==> src/pkg/adc_ctrl_pkg.sv <==
// Purpose: shared constants and carriers of the converter control block
// Assumes: 32-bit avalon words, byte addresses, 100 MHz reference clock
// Notes:   every offset, the select and divider reset values and the cycle counts live here
package adc_ctrl_pkg;
   // code and result widths
   localparam int CODE_W = 10;
   localparam int RES_W  = 16;
   // register byte offsets
   localparam logic [5:0] OFS_CTRL = 6'h00;
   localparam logic [5:0] OFS_POS  = 6'h04;
   localparam logic [5:0] OFS_NEG  = 6'h08;
   localparam logic [5:0] OFS_CFG  = 6'h0C;
   localparam logic [5:0] OFS_RES  = 6'h10;
   localparam logic [5:0] OFS_STAT = 6'h14;
   localparam logic [5:0] OFS_CLR  = 6'h18;
   localparam logic [5:0] OFS_IEN  = 6'h1C;
   // control register fields
   localparam int CTRL_LJST_BIT = 0;
   localparam int CTRL_BUSY_BIT = 4;
   localparam int CTRL_EN_BIT   = 7;
   // status bit of a finished conversion
   localparam int STAT_DONE_BIT = 0;
   // reset values
   localparam logic [4:0] POS_RST = 5'h00;
   localparam logic [4:0] NEG_RST = 5'h1F;
   localparam logic [4:0] DIV_RST = 5'h1F;
   // negative selections with special meaning
   localparam logic [4:0] NEG_VREF = 5'h1E;
   localparam logic [4:0] NEG_GND  = 5'h1F;
   // timing
   localparam int CLK_PERIOD_NS   = 10;
   localparam int CONV_PERIOD_NS  = 5000;
   localparam int CONV_PERIOD_CYC = (CONV_PERIOD_NS + CLK_PERIOD_NS - 1) / CLK_PERIOD_NS;
   localparam int TRACK_SAR_CLKS  = 3;
   localparam int MIN_BIT_CYC     = 6;
   // conversion sequencer states, gray along idle-track-convert
   typedef enum logic [1:0] {
      ST_IDLE  = 2'b00,
      ST_TRACK = 2'b01,
      ST_CONV  = 2'b11
   } seq_state_t;
   // sequencer configuration
   typedef struct packed {
      logic       en;
      logic [4:0] div;
   } seq_cfg_t;
   // formatter input
   typedef struct packed {
      logic [CODE_W-1:0] code;
      logic              diff;
      logic              left;
   } fmt_in_t;
endpackage : adc_ctrl_pkg

==> src/hdl/adc_input_select_and_result_format.sv <==
// Purpose: register front end, input select and result format of the converter
// Assumes: avalon-mm slave with waitrequest, one word per register
// Notes:   analog mux, comparator and dac sit outside this block
//
// The register addresses and the Avalon-MM register port are this design's own decisions.
`timescale 1ns/1ps
module adc_input_select_and_result_format import adc_ctrl_pkg::*; (
   input  wire logic              ref_clk_i,
   input  wire logic              rstn_i,
   input  wire logic [5:0]        avs_address_i,
   input  wire logic              avs_read_i,
   input  wire logic              avs_write_i,
   input  wire logic [31:0]       avs_writedata_i,
   output logic [31:0]            avs_readdata_o,
   output logic                   avs_waitrequest_o,
   output logic                   irq_o,
   input  wire logic              cmp_i,
   output logic                   analog_enable_o,
   output logic [4:0]             pos_sel_o,
   output logic [4:0]             neg_sel_o,
   output logic                   single_ended_o,
   output logic                   sample_o,
   output logic [CODE_W-1:0]      dac_code_o
);
   logic                 en_ff;
   logic                 ljst_ff;
   logic [4:0]           div_ff;
   logic                 start_p;
   logic                 diff_ff;
   logic [RES_W-1:0]     result_ff;
   logic                 stat_ff;
   logic                 ien_ff;
   logic                 cmp_ff1;
   logic                 cmp_ff2;
   logic                 cmp_ff3;
   logic                 cmp_val_ff;
   logic                 wr_ok;
   logic                 rd_take;
   logic                 seq_busy;
   logic                 seq_pend;
   logic                 seq_done;
   logic [CODE_W-1:0]    seq_code;
   logic [RES_W-1:0]     fmt_word;
   logic                 nxt_stat;
   seq_cfg_t             cfg;
   fmt_in_t              fmt_in;
   logic                 busy_d_ff;
   logic [9:0]           since_go_ff;

   // write lands on the edge that sees waitrequest low
   assign wr_ok   = avs_write_i && !avs_waitrequest_o;
   assign rd_take = avs_read_i && avs_waitrequest_o;
   assign cfg     = '{en: en_ff, div: div_ff};
   assign fmt_in  = '{code: seq_code, diff: diff_ff, left: ljst_ff};

   function automatic logic hit(input logic [5:0] ofs);
      hit = wr_ok && (avs_address_i == ofs);
   endfunction : hit

   // waitrequest: one wait cycle, then one ready cycle per access
   always_ff @(posedge ref_clk_i or negedge rstn_i) begin
      if (!rstn_i) begin
         avs_waitrequest_o <= 1'b1;
      end else if (!avs_waitrequest_o) begin
         avs_waitrequest_o <= 1'b1;
      end else if (avs_read_i || avs_write_i) begin
         avs_waitrequest_o <= 1'b0;
      end
   end

   // control register fields
   always_ff @(posedge ref_clk_i or negedge rstn_i) begin
      if (!rstn_i) begin
         en_ff   <= 1'b0;
         ljst_ff <= 1'b0;
         start_p <= 1'b0;
      end else begin
         start_p <= 1'b0;
         if (hit(OFS_CTRL)) begin
            en_ff   <= avs_writedata_i[CTRL_EN_BIT];
            ljst_ff <= avs_writedata_i[CTRL_LJST_BIT];
            start_p <= avs_writedata_i[CTRL_BUSY_BIT];
         end
      end
   end

   // input selects and bit clock divider
   always_ff @(posedge ref_clk_i or negedge rstn_i) begin
      if (!rstn_i) begin
         pos_sel_o <= POS_RST;
         neg_sel_o <= NEG_RST;
         div_ff    <= DIV_RST;
      end else begin
         if (hit(OFS_POS)) pos_sel_o <= avs_writedata_i[4:0];
         if (hit(OFS_NEG)) neg_sel_o <= avs_writedata_i[4:0];
         if (hit(OFS_CFG)) div_ff <= avs_writedata_i[4:0];
      end
   end

   // mode follows the negative select; the formatter's diff copy is frozen while converting
   always_ff @(posedge ref_clk_i or negedge rstn_i) begin
      if (!rstn_i) begin
         single_ended_o <= 1'b1;
         diff_ff        <= 1'b0;
         analog_enable_o <= 1'b0;
      end else begin
         single_ended_o  <= (neg_sel_o == NEG_GND);
         analog_enable_o <= en_ff;
         if (!seq_busy) begin
            diff_ff <= (neg_sel_o != NEG_GND);
         end
      end
   end

   // comparator pin: three stages, accept when last two agree
   always_ff @(posedge ref_clk_i or negedge rstn_i) begin
      if (!rstn_i) begin
         cmp_ff1    <= 1'b0;
         cmp_ff2    <= 1'b0;
         cmp_ff3    <= 1'b0;
         cmp_val_ff <= 1'b0;
      end else begin
         cmp_ff1 <= cmp_i;
         cmp_ff2 <= cmp_ff1;
         cmp_ff3 <= cmp_ff2;
         if (cmp_ff2 == cmp_ff3) cmp_val_ff <= cmp_ff3;
      end
   end

   conv_sequencer u_seq (
      .ref_clk_i (ref_clk_i),
      .rstn_i    (rstn_i),
      .cfg_i     (cfg),
      .start_i   (start_p),
      .cmp_i     (cmp_val_ff),
      .busy_o    (seq_busy),
      .pend_o    (seq_pend),
      .done_o    (seq_done),
      .sample_o  (sample_o),
      .dac_o     (dac_code_o),
      .code_o    (seq_code)
   );

   result_formatter u_fmt (
      .fmt_i  (fmt_in),
      .word_o (fmt_word)
   );

   // result word loads with the done flag on one edge
   always_ff @(posedge ref_clk_i or negedge rstn_i) begin
      if (!rstn_i) begin
         result_ff <= 16'h0000;
      end else if (seq_done) begin
         result_ff <= fmt_word;
      end
   end

   // sticky done flag; a set wins over a clear in the same cycle
   always_comb begin
      nxt_stat = stat_ff;
      if (hit(OFS_CLR) && avs_writedata_i[STAT_DONE_BIT]) nxt_stat = 1'b0;
      if (seq_done) nxt_stat = 1'b1;
   end

   // interrupt enable, flag and level output
   always_ff @(posedge ref_clk_i or negedge rstn_i) begin
      if (!rstn_i) begin
         stat_ff <= 1'b0;
         ien_ff  <= 1'b0;
         irq_o   <= 1'b0;
      end else begin
         stat_ff <= nxt_stat;
         if (hit(OFS_IEN)) ien_ff <= avs_writedata_i[STAT_DONE_BIT];
         irq_o <= nxt_stat && (hit(OFS_IEN) ? avs_writedata_i[STAT_DONE_BIT]
                                            : ien_ff);
      end
   end

   // read data captured on the wait cycle, unmapped reads zero
   always_ff @(posedge ref_clk_i or negedge rstn_i) begin
      if (!rstn_i) begin
         avs_readdata_o <= 32'h0000_0000;
      end else if (rd_take) begin
         case (avs_address_i)
            OFS_CTRL: avs_readdata_o <= {24'h00_0000, en_ff, 2'b00,
                                         seq_busy || seq_pend || start_p,
                                         3'b000, ljst_ff};
            OFS_POS:  avs_readdata_o <= {27'h000_0000, pos_sel_o};
            OFS_NEG:  avs_readdata_o <= {27'h000_0000, neg_sel_o};
            OFS_CFG:  avs_readdata_o <= {27'h000_0000, div_ff};
            OFS_RES:  avs_readdata_o <= {16'h0000, result_ff};
            OFS_STAT: avs_readdata_o <= {31'h0000_0000, stat_ff};
            OFS_IEN:  avs_readdata_o <= {31'h0000_0000, ien_ff};
            default:  avs_readdata_o <= 32'h0000_0000;
         endcase
      end
   end

   // cycles since the last start, saturating; watches the conversion rate
   always_ff @(posedge ref_clk_i or negedge rstn_i) begin
      if (!rstn_i) begin
         busy_d_ff   <= 1'b0;
         since_go_ff <= 10'h3FF;
      end else begin
         busy_d_ff <= seq_busy;
         if (seq_busy && !busy_d_ff) begin
            since_go_ff <= 10'h001;
         end else if (since_go_ff != 10'h3FF) begin
            since_go_ff <= since_go_ff + 10'h001;
         end
      end
   end
endmodule : adc_input_select_and_result_format

==> src/hdl/conv_sequencer.sv <==
// Purpose: track then successive approximation of one code
// Assumes: comparator input already synchronised, high when input >= trial
// Notes:   starts spaced by the minimum conversion period
`timescale 1ns/1ps
module conv_sequencer import adc_ctrl_pkg::*; (
   input  wire logic              ref_clk_i,
   input  wire logic              rstn_i,
   input  wire seq_cfg_t          cfg_i,
   input  wire logic              start_i,
   input  wire logic              cmp_i,
   output logic                   busy_o,
   output logic                   pend_o,
   output logic                   done_o,
   output logic                   sample_o,
   output logic [CODE_W-1:0]      dac_o,
   output logic [CODE_W-1:0]      code_o
);
   seq_state_t  state_ff;
   seq_state_t  nxt_state;
   logic [5:0]  tick_ff;
   logic [3:0]  phase_ff;
   logic [8:0]  gap_ff;
   logic        launch;
   logic        per_end;

   // bit period in reference clocks, at least the synchroniser latency
   function automatic logic [5:0] bit_len(input logic [4:0] div);
      logic [5:0] n;
      n = {1'b0, div} + 6'h01;
      bit_len = (n < 6'(MIN_BIT_CYC)) ? 6'(MIN_BIT_CYC) : n;
   endfunction : bit_len

   assign launch  = (state_ff == ST_IDLE) && cfg_i.en && (start_i || pend_o)
                    && (gap_ff == 9'h000);
   assign per_end = (tick_ff == 6'h00);

   // next state; disable forces shutdown
   always_comb begin
      nxt_state = state_ff;
      case (state_ff)
         ST_IDLE:  if (launch) nxt_state = ST_TRACK;
         ST_TRACK: if (per_end && phase_ff == 4'h0) nxt_state = ST_CONV;
         ST_CONV:  if (per_end && phase_ff == 4'h0) nxt_state = ST_IDLE;
         default:  nxt_state = ST_IDLE;
      endcase
      if (!cfg_i.en) nxt_state = ST_IDLE;
   end

   // state and busy flag
   always_ff @(posedge ref_clk_i or negedge rstn_i) begin
      if (!rstn_i) begin
         state_ff <= ST_IDLE;
         busy_o   <= 1'b0;
      end else begin
         state_ff <= nxt_state;
         busy_o   <= (nxt_state != ST_IDLE);
      end
   end

   // bit period and phase counters
   always_ff @(posedge ref_clk_i or negedge rstn_i) begin
      if (!rstn_i) begin
         tick_ff  <= 6'h00;
         phase_ff <= 4'h0;
      end else if (launch) begin
         tick_ff  <= bit_len(cfg_i.div) - 6'h01;
         phase_ff <= 4'(TRACK_SAR_CLKS - 1);
      end else if (state_ff != ST_IDLE) begin
         tick_ff <= per_end ? bit_len(cfg_i.div) - 6'h01 : tick_ff - 6'h01;
         if (per_end) begin
            phase_ff <= (phase_ff == 4'h0) ? 4'(CODE_W - 1) : phase_ff - 4'h1;
         end
      end
   end

   // pending start and spacing between starts
   always_ff @(posedge ref_clk_i or negedge rstn_i) begin
      if (!rstn_i) begin
         pend_o <= 1'b0;
         gap_ff <= 9'h000;
      end else begin
         pend_o <= cfg_i.en && !launch && (pend_o || start_i);
         gap_ff <= launch ? 9'(CONV_PERIOD_CYC - 1) :
                   (gap_ff != 9'h000) ? gap_ff - 9'h001 : gap_ff;
      end
   end

   // track-and-hold and trial code
   always_ff @(posedge ref_clk_i or negedge rstn_i) begin
      if (!rstn_i) begin
         sample_o <= 1'b0;
         dac_o    <= 10'h000;
         code_o   <= 10'h000;
         done_o   <= 1'b0;
      end else begin
         sample_o <= (nxt_state == ST_TRACK);
         done_o   <= 1'b0;
         if (state_ff == ST_TRACK && nxt_state == ST_CONV) begin
            dac_o <= 10'h200;
         end else if (state_ff == ST_CONV && per_end && cfg_i.en) begin
            dac_o[phase_ff] <= cmp_i;
            if (phase_ff != 4'h0) begin
               dac_o[phase_ff - 4'h1] <= 1'b1;
            end else begin
               code_o <= {dac_o[CODE_W-1:1], cmp_i};
               done_o <= 1'b1;
            end
         end
      end
   end
endmodule : conv_sequencer

==> src/hdl/result_formatter.sv <==
// Purpose: turn a raw code into the justified 16-bit result word
// Assumes: raw code is straight binary from the approximation register
// Notes:   combinational; caller registers the word
`timescale 1ns/1ps
module result_formatter import adc_ctrl_pkg::*; (
   input  wire fmt_in_t          fmt_i,
   output logic [RES_W-1:0]      word_o
);
   logic [CODE_W-1:0] val;

   // differential codes become two's complement by flipping the msb
   always_comb begin
      val = fmt_i.code;
      if (fmt_i.diff) begin
         val[CODE_W-1] = ~fmt_i.code[CODE_W-1];
      end
      if (fmt_i.left) begin
         word_o = {val, 6'h00};
      end else if (fmt_i.diff) begin
         word_o = {{6{val[CODE_W-1]}}, val};
      end else begin
         word_o = {6'h00, val};
      end
   end
endmodule : result_formatter

==> config.mk <==
export PLATFORM = sky130hd
export DESIGN_NAME = adc_input_select_and_result_format
export DESIGN_NICKNAME = d
export VERILOG_FILES = /design/src/pkg/adc_ctrl_pkg.sv /design/src/hdl/adc_input_select_and_result_format.sv /design/src/hdl/conv_sequencer.sv /design/src/hdl/result_formatter.sv
export SDC_FILE = /design/constraint.sdc
export NUM_CORES = 1
export LEC_CHECK = 0
export BUFFER_PORTS_ARGS = -buffer_cell sky130_fd_sc_hd__buf_4
export CORE_ASPECT_RATIO = 1.25
export CORE_MARGIN = 3
export CORE_UTILIZATION = 55
export CTS_CLUSTER_SIZE = 10
export DETAILED_ROUTE_END_ITERATION = 8
export HOLD_SLACK_MARGIN = 0.08
export PLACE_DENSITY = 0.88
export SKIP_LAST_GASP = 1
export SLEW_MARGIN = 20
export SYNTH_ARGS = -nofsm -noshare
export SYNTH_HDL_FRONTEND = slang
export SYNTH_SLANG_ARGS = --single-unit
==> constraint.sdc <==
create_clock -name ref_clk_i -period 2.84 [get_ports ref_clk_i]
set_clock_uncertainty 0.15 [all_clocks]
set_input_delay 0.568 -clock ref_clk_i [delete_from_list [all_inputs] [get_ports ref_clk_i]]
set_output_delay 0.568 -clock ref_clk_i [all_outputs]
set_load 0.03 [all_outputs]
==> summary.txt <==
Worst setup path
  – Critical Path RT: 3010 ps
  – Critical Path AT: 2850 ps
  – RR Endpoint: u_seq.tick_ff[4]
  – Worst Path Max Fanout: 9
  – Setup crit start kind: flip-flop
  – R2R cell count: 9
  – FF-to-FF Start: div_ff[0]
  – Worst reg-to-reg setup slack: 160 ps
  – Setup Crit Path Kind: reg -> reg
  – CP endpoint kind: flip-flop

Routing
  – Drt total wl: 11.29 mm
  – DRC viols: 0
  – Pre-antenna DRT Iters: 5
  – Via Count: 4088
  – Initial DRC Count: 262
  – Via density: 5.942
  – Post-route ant nets: 0
  – DR WL/cell: 16.41 um

Logic synthesis
  – Post-synth ARST share: 1.000
  – Syn Area/Cell: 10.17 um2
  – Top-count cell post-synth: dfrtp_1
  – Yosys warning count: 0
  – Synth top cells by count: dfrtp_1 (94), nand2_1 (50), nor2_1 (45)
  – Cell taking the most area after synthesis: dfrtp_1
  – Mapped cell area: 5167 um2
  – Post-synth EDFFs: 0
  – Sequential share of the synthesized area: 0.5162
  – FF+latch count, synth: 106
  – Netlist cell types: 61
  – Synth top area share: 0.4552
  – Cells after synthesis: 508
  – Synth area leaders: dfrtp_1 (46%), mux2_2 (6.5%), dfstp_2 (6.1%)
  – Top_reg_cell synth: dfrtp_1

GRT
  – Total grt overflow: 0
  – GRT Util Overall: 0.2217
  – Maximum number of pins on one net before global-route repair: 54
  – Initial antenna violation count: 0
  – First-pass GRT wire length: 18.83 mm
  – Vias in the first global route: 3943

Timing
  – Fmax: 372.9 MHz
  – Setup ws final: 158.7 ps
  – Worst-Margin Slew: 958.5 ps
  – RSZ-0062 raised after global routing: no
  – Slew margin rel.: 0.3610
  – Final setup vio count: 0
  – Slew Limit Fails: 0
  – Final hold vios: 0
  – Min Tclk post-route: 2681 ps
  – Final Cycle Share: 0.9441
  – Setup TNS: 0 ps

Clocking
  – Skew-Pair Late Insertion Delay: 380 ps
  – Clock root cell: clkbuf_8
  – Clock-pin transition on the worst setup and hold timing paths: 110 ps
  – CTS tree: yes
  – CTS buffer count: 9
  – Clock buffer depth: 2
  – Post-CTS setup buffer count: 0
  – H-tree Lvls: 3
  – Clk sinks: 106

Cells and area
  – Fill cells: 673
  – Nets@finish: 612
  – Antenna Cells: 0
  – Syn-to-layout area delta: 13.49%
  – Layout cells sized above 1: 0.2465

Placement
  – Port Buf Inserts: 57
  – GP Congestion: 0.8438
  – DPL Wire Length: 8.261 mm
  – Setup slack after placement: 134.8 ps

Floorplan
  – Core area: 8891 um2
  – Row count: 38
  – Ports: 100
  – Starting Density: 0.5812
  – Chip width: 92.70 um
  – Die ar.: 10600 um2
  – Die extent in y: 114.4 um

Outcome
  – Status: finished clean

Power
  – Leakage: 2.698 nW
  – Max IR drop VDD: 383.7 uV
  – Pwr dens: 519.8 nW/um2

Worst hold path
  – Hold Path Class: in -> async

Job
  – Max-cap violation count: 0
==> layout make-up <==
type / instances / area (um2) / share of cell area
sequential: 106 / 2668 / 0.4549
multi-input combinational: 361 / 2282 / 0.3892
timing repair buffer: 68 / 523.0 / 0.08918
tap: 120 / 150.1 / 0.02560
clock buffer: 9 / 123.9 / 0.02112
inverter: 17 / 63.81 / 0.01088
clock inverter: 7 / 53.80 / 0.009174
==> metal layers <==
layer / global-route usage / part of all wire
met1: 0.2758 / 0.39
met2: 0.3848 / 0.52
met3: 0.03485 / 0.058
met4: 0.09482 / 0.029
met5: 0 / 0
==> layout by cell type, fill, tap and decap left out, types with 4 or more instances in the layout <==
cell type / count
o211ai_1: 5
nor3b_1: 5
o31ai_1: 4
a21oi_1: 35
nor2b_1: 4
mux2_2: 30
a21boi_0: 5
or3_1: 6
xnor2_1: 5
nor2_1: 45
dfrtp_1: 94
dfstp_2: 12
nand3_1: 12
clkbuf_8: 9
nand2_1: 50
conb_1: 16
nor4_1: 4
a31oi_1: 7
o21ai_0: 30
nand3b_1: 7
nor3_1: 17
a222oi_1: 4
inv_1: 17
xor2_1: 4
a311oi_1: 4
ha_1: 5
a21o_1: 5
mux2i_1: 6
buf_4: 67
and3_1: 4
==> critical path, cell delays in order (launching register included) <==
cell and delay, ps:
dfstp_2 650, ha_2 290, nor3b_1 70, mux2_2 280
a21o_1 190, ha_1 230, nor4b_1 150, or3_1 310
o22ai_1 120, o311a_1 170
==> flip-flops by register name, indices dropped and copies added, names as in the netlist, 2 cells and up <==
signal          cells
avs_readdata_o     16
u_seq.gap_ff        9
u_seq.phase_ff      4
result_ff          16
u_seq.tick_ff       6
u_seq.dac_o        10
pos_sel_o           5
div_ff              5
u_seq.code_o       10
neg_sel_o           5
u_seq.state_ff      2
==> what timing repair did <==
item | in CTS | in global routing
endpoints found under the hold margin | 0 | 0
resized for setup | 0 | 1
endpoints found under the setup margin | 0 | 1
hold buffers | 0 | 0
==> kinds of logic (layout without fill, tap and decap cells) <==
| logic type | after synthesis | in the layout | synth area share |
|---|---|---|---|
| and+or+nand+nor | 177 | 177 | 0.1804 |
| DFF | 106 | 106 | 0.5162 |
| other | 1 | 16 | 0.0007257 |
| xor gates and xnor gates | 9 | 9 | 0.01525 |
| adders and majority gates | 7 | 7 | 0.01646 |
| buffers and inverters | 56 | 101 | 0.05351 |
| AOI/OAI and AO/OA | 116 | 116 | 0.1404 |
| muxes | 36 | 36 | 0.07700 |
==> power by group <==
group / switching (mW) / internal, mW
logic: 0.264 / 0.200
clock network: 0.533 / 0.325
registers: 0.111 / 1.62
==> how the worst max path moves through the flow <==
| stage | start | to | slack (ps) |
|---|---|---|---|
| finish | div_ff[0] | u_seq.tick_ff[4] | 160 |
| CTS | div_ff[0] | u_seq.tick_ff[4] | 110 |
| global placement | div_ff[0] | u_seq.tick_ff[4] | 230 |
| detailed placement | div_ff[0] | u_seq.tick_ff[4] | 130 |
| global route | div_ff[0] | u_seq.tick_ff[4] | 50 |
| floorplan | div_ff[0] | u_seq.tick_ff[4] | 240 |
==> through the flow <==
stage                     area [um2]    util  total power, mW  hold slack [ps]  cells
final                           5864  0.6596            3.048            53.90    688
after global routing            5864  0.6596            3.198            100.3    688
after CTS                       5862  0.6593            3.053            90.34    688
after detailed placement        5684  0.6393            2.218            185.8    672
after global placement          5684  0.6393            2.181            181.5    672
after floorplan                 5224       -            2.063            122.4    523
Note: power is estimated with default switching activity, not from simulation.
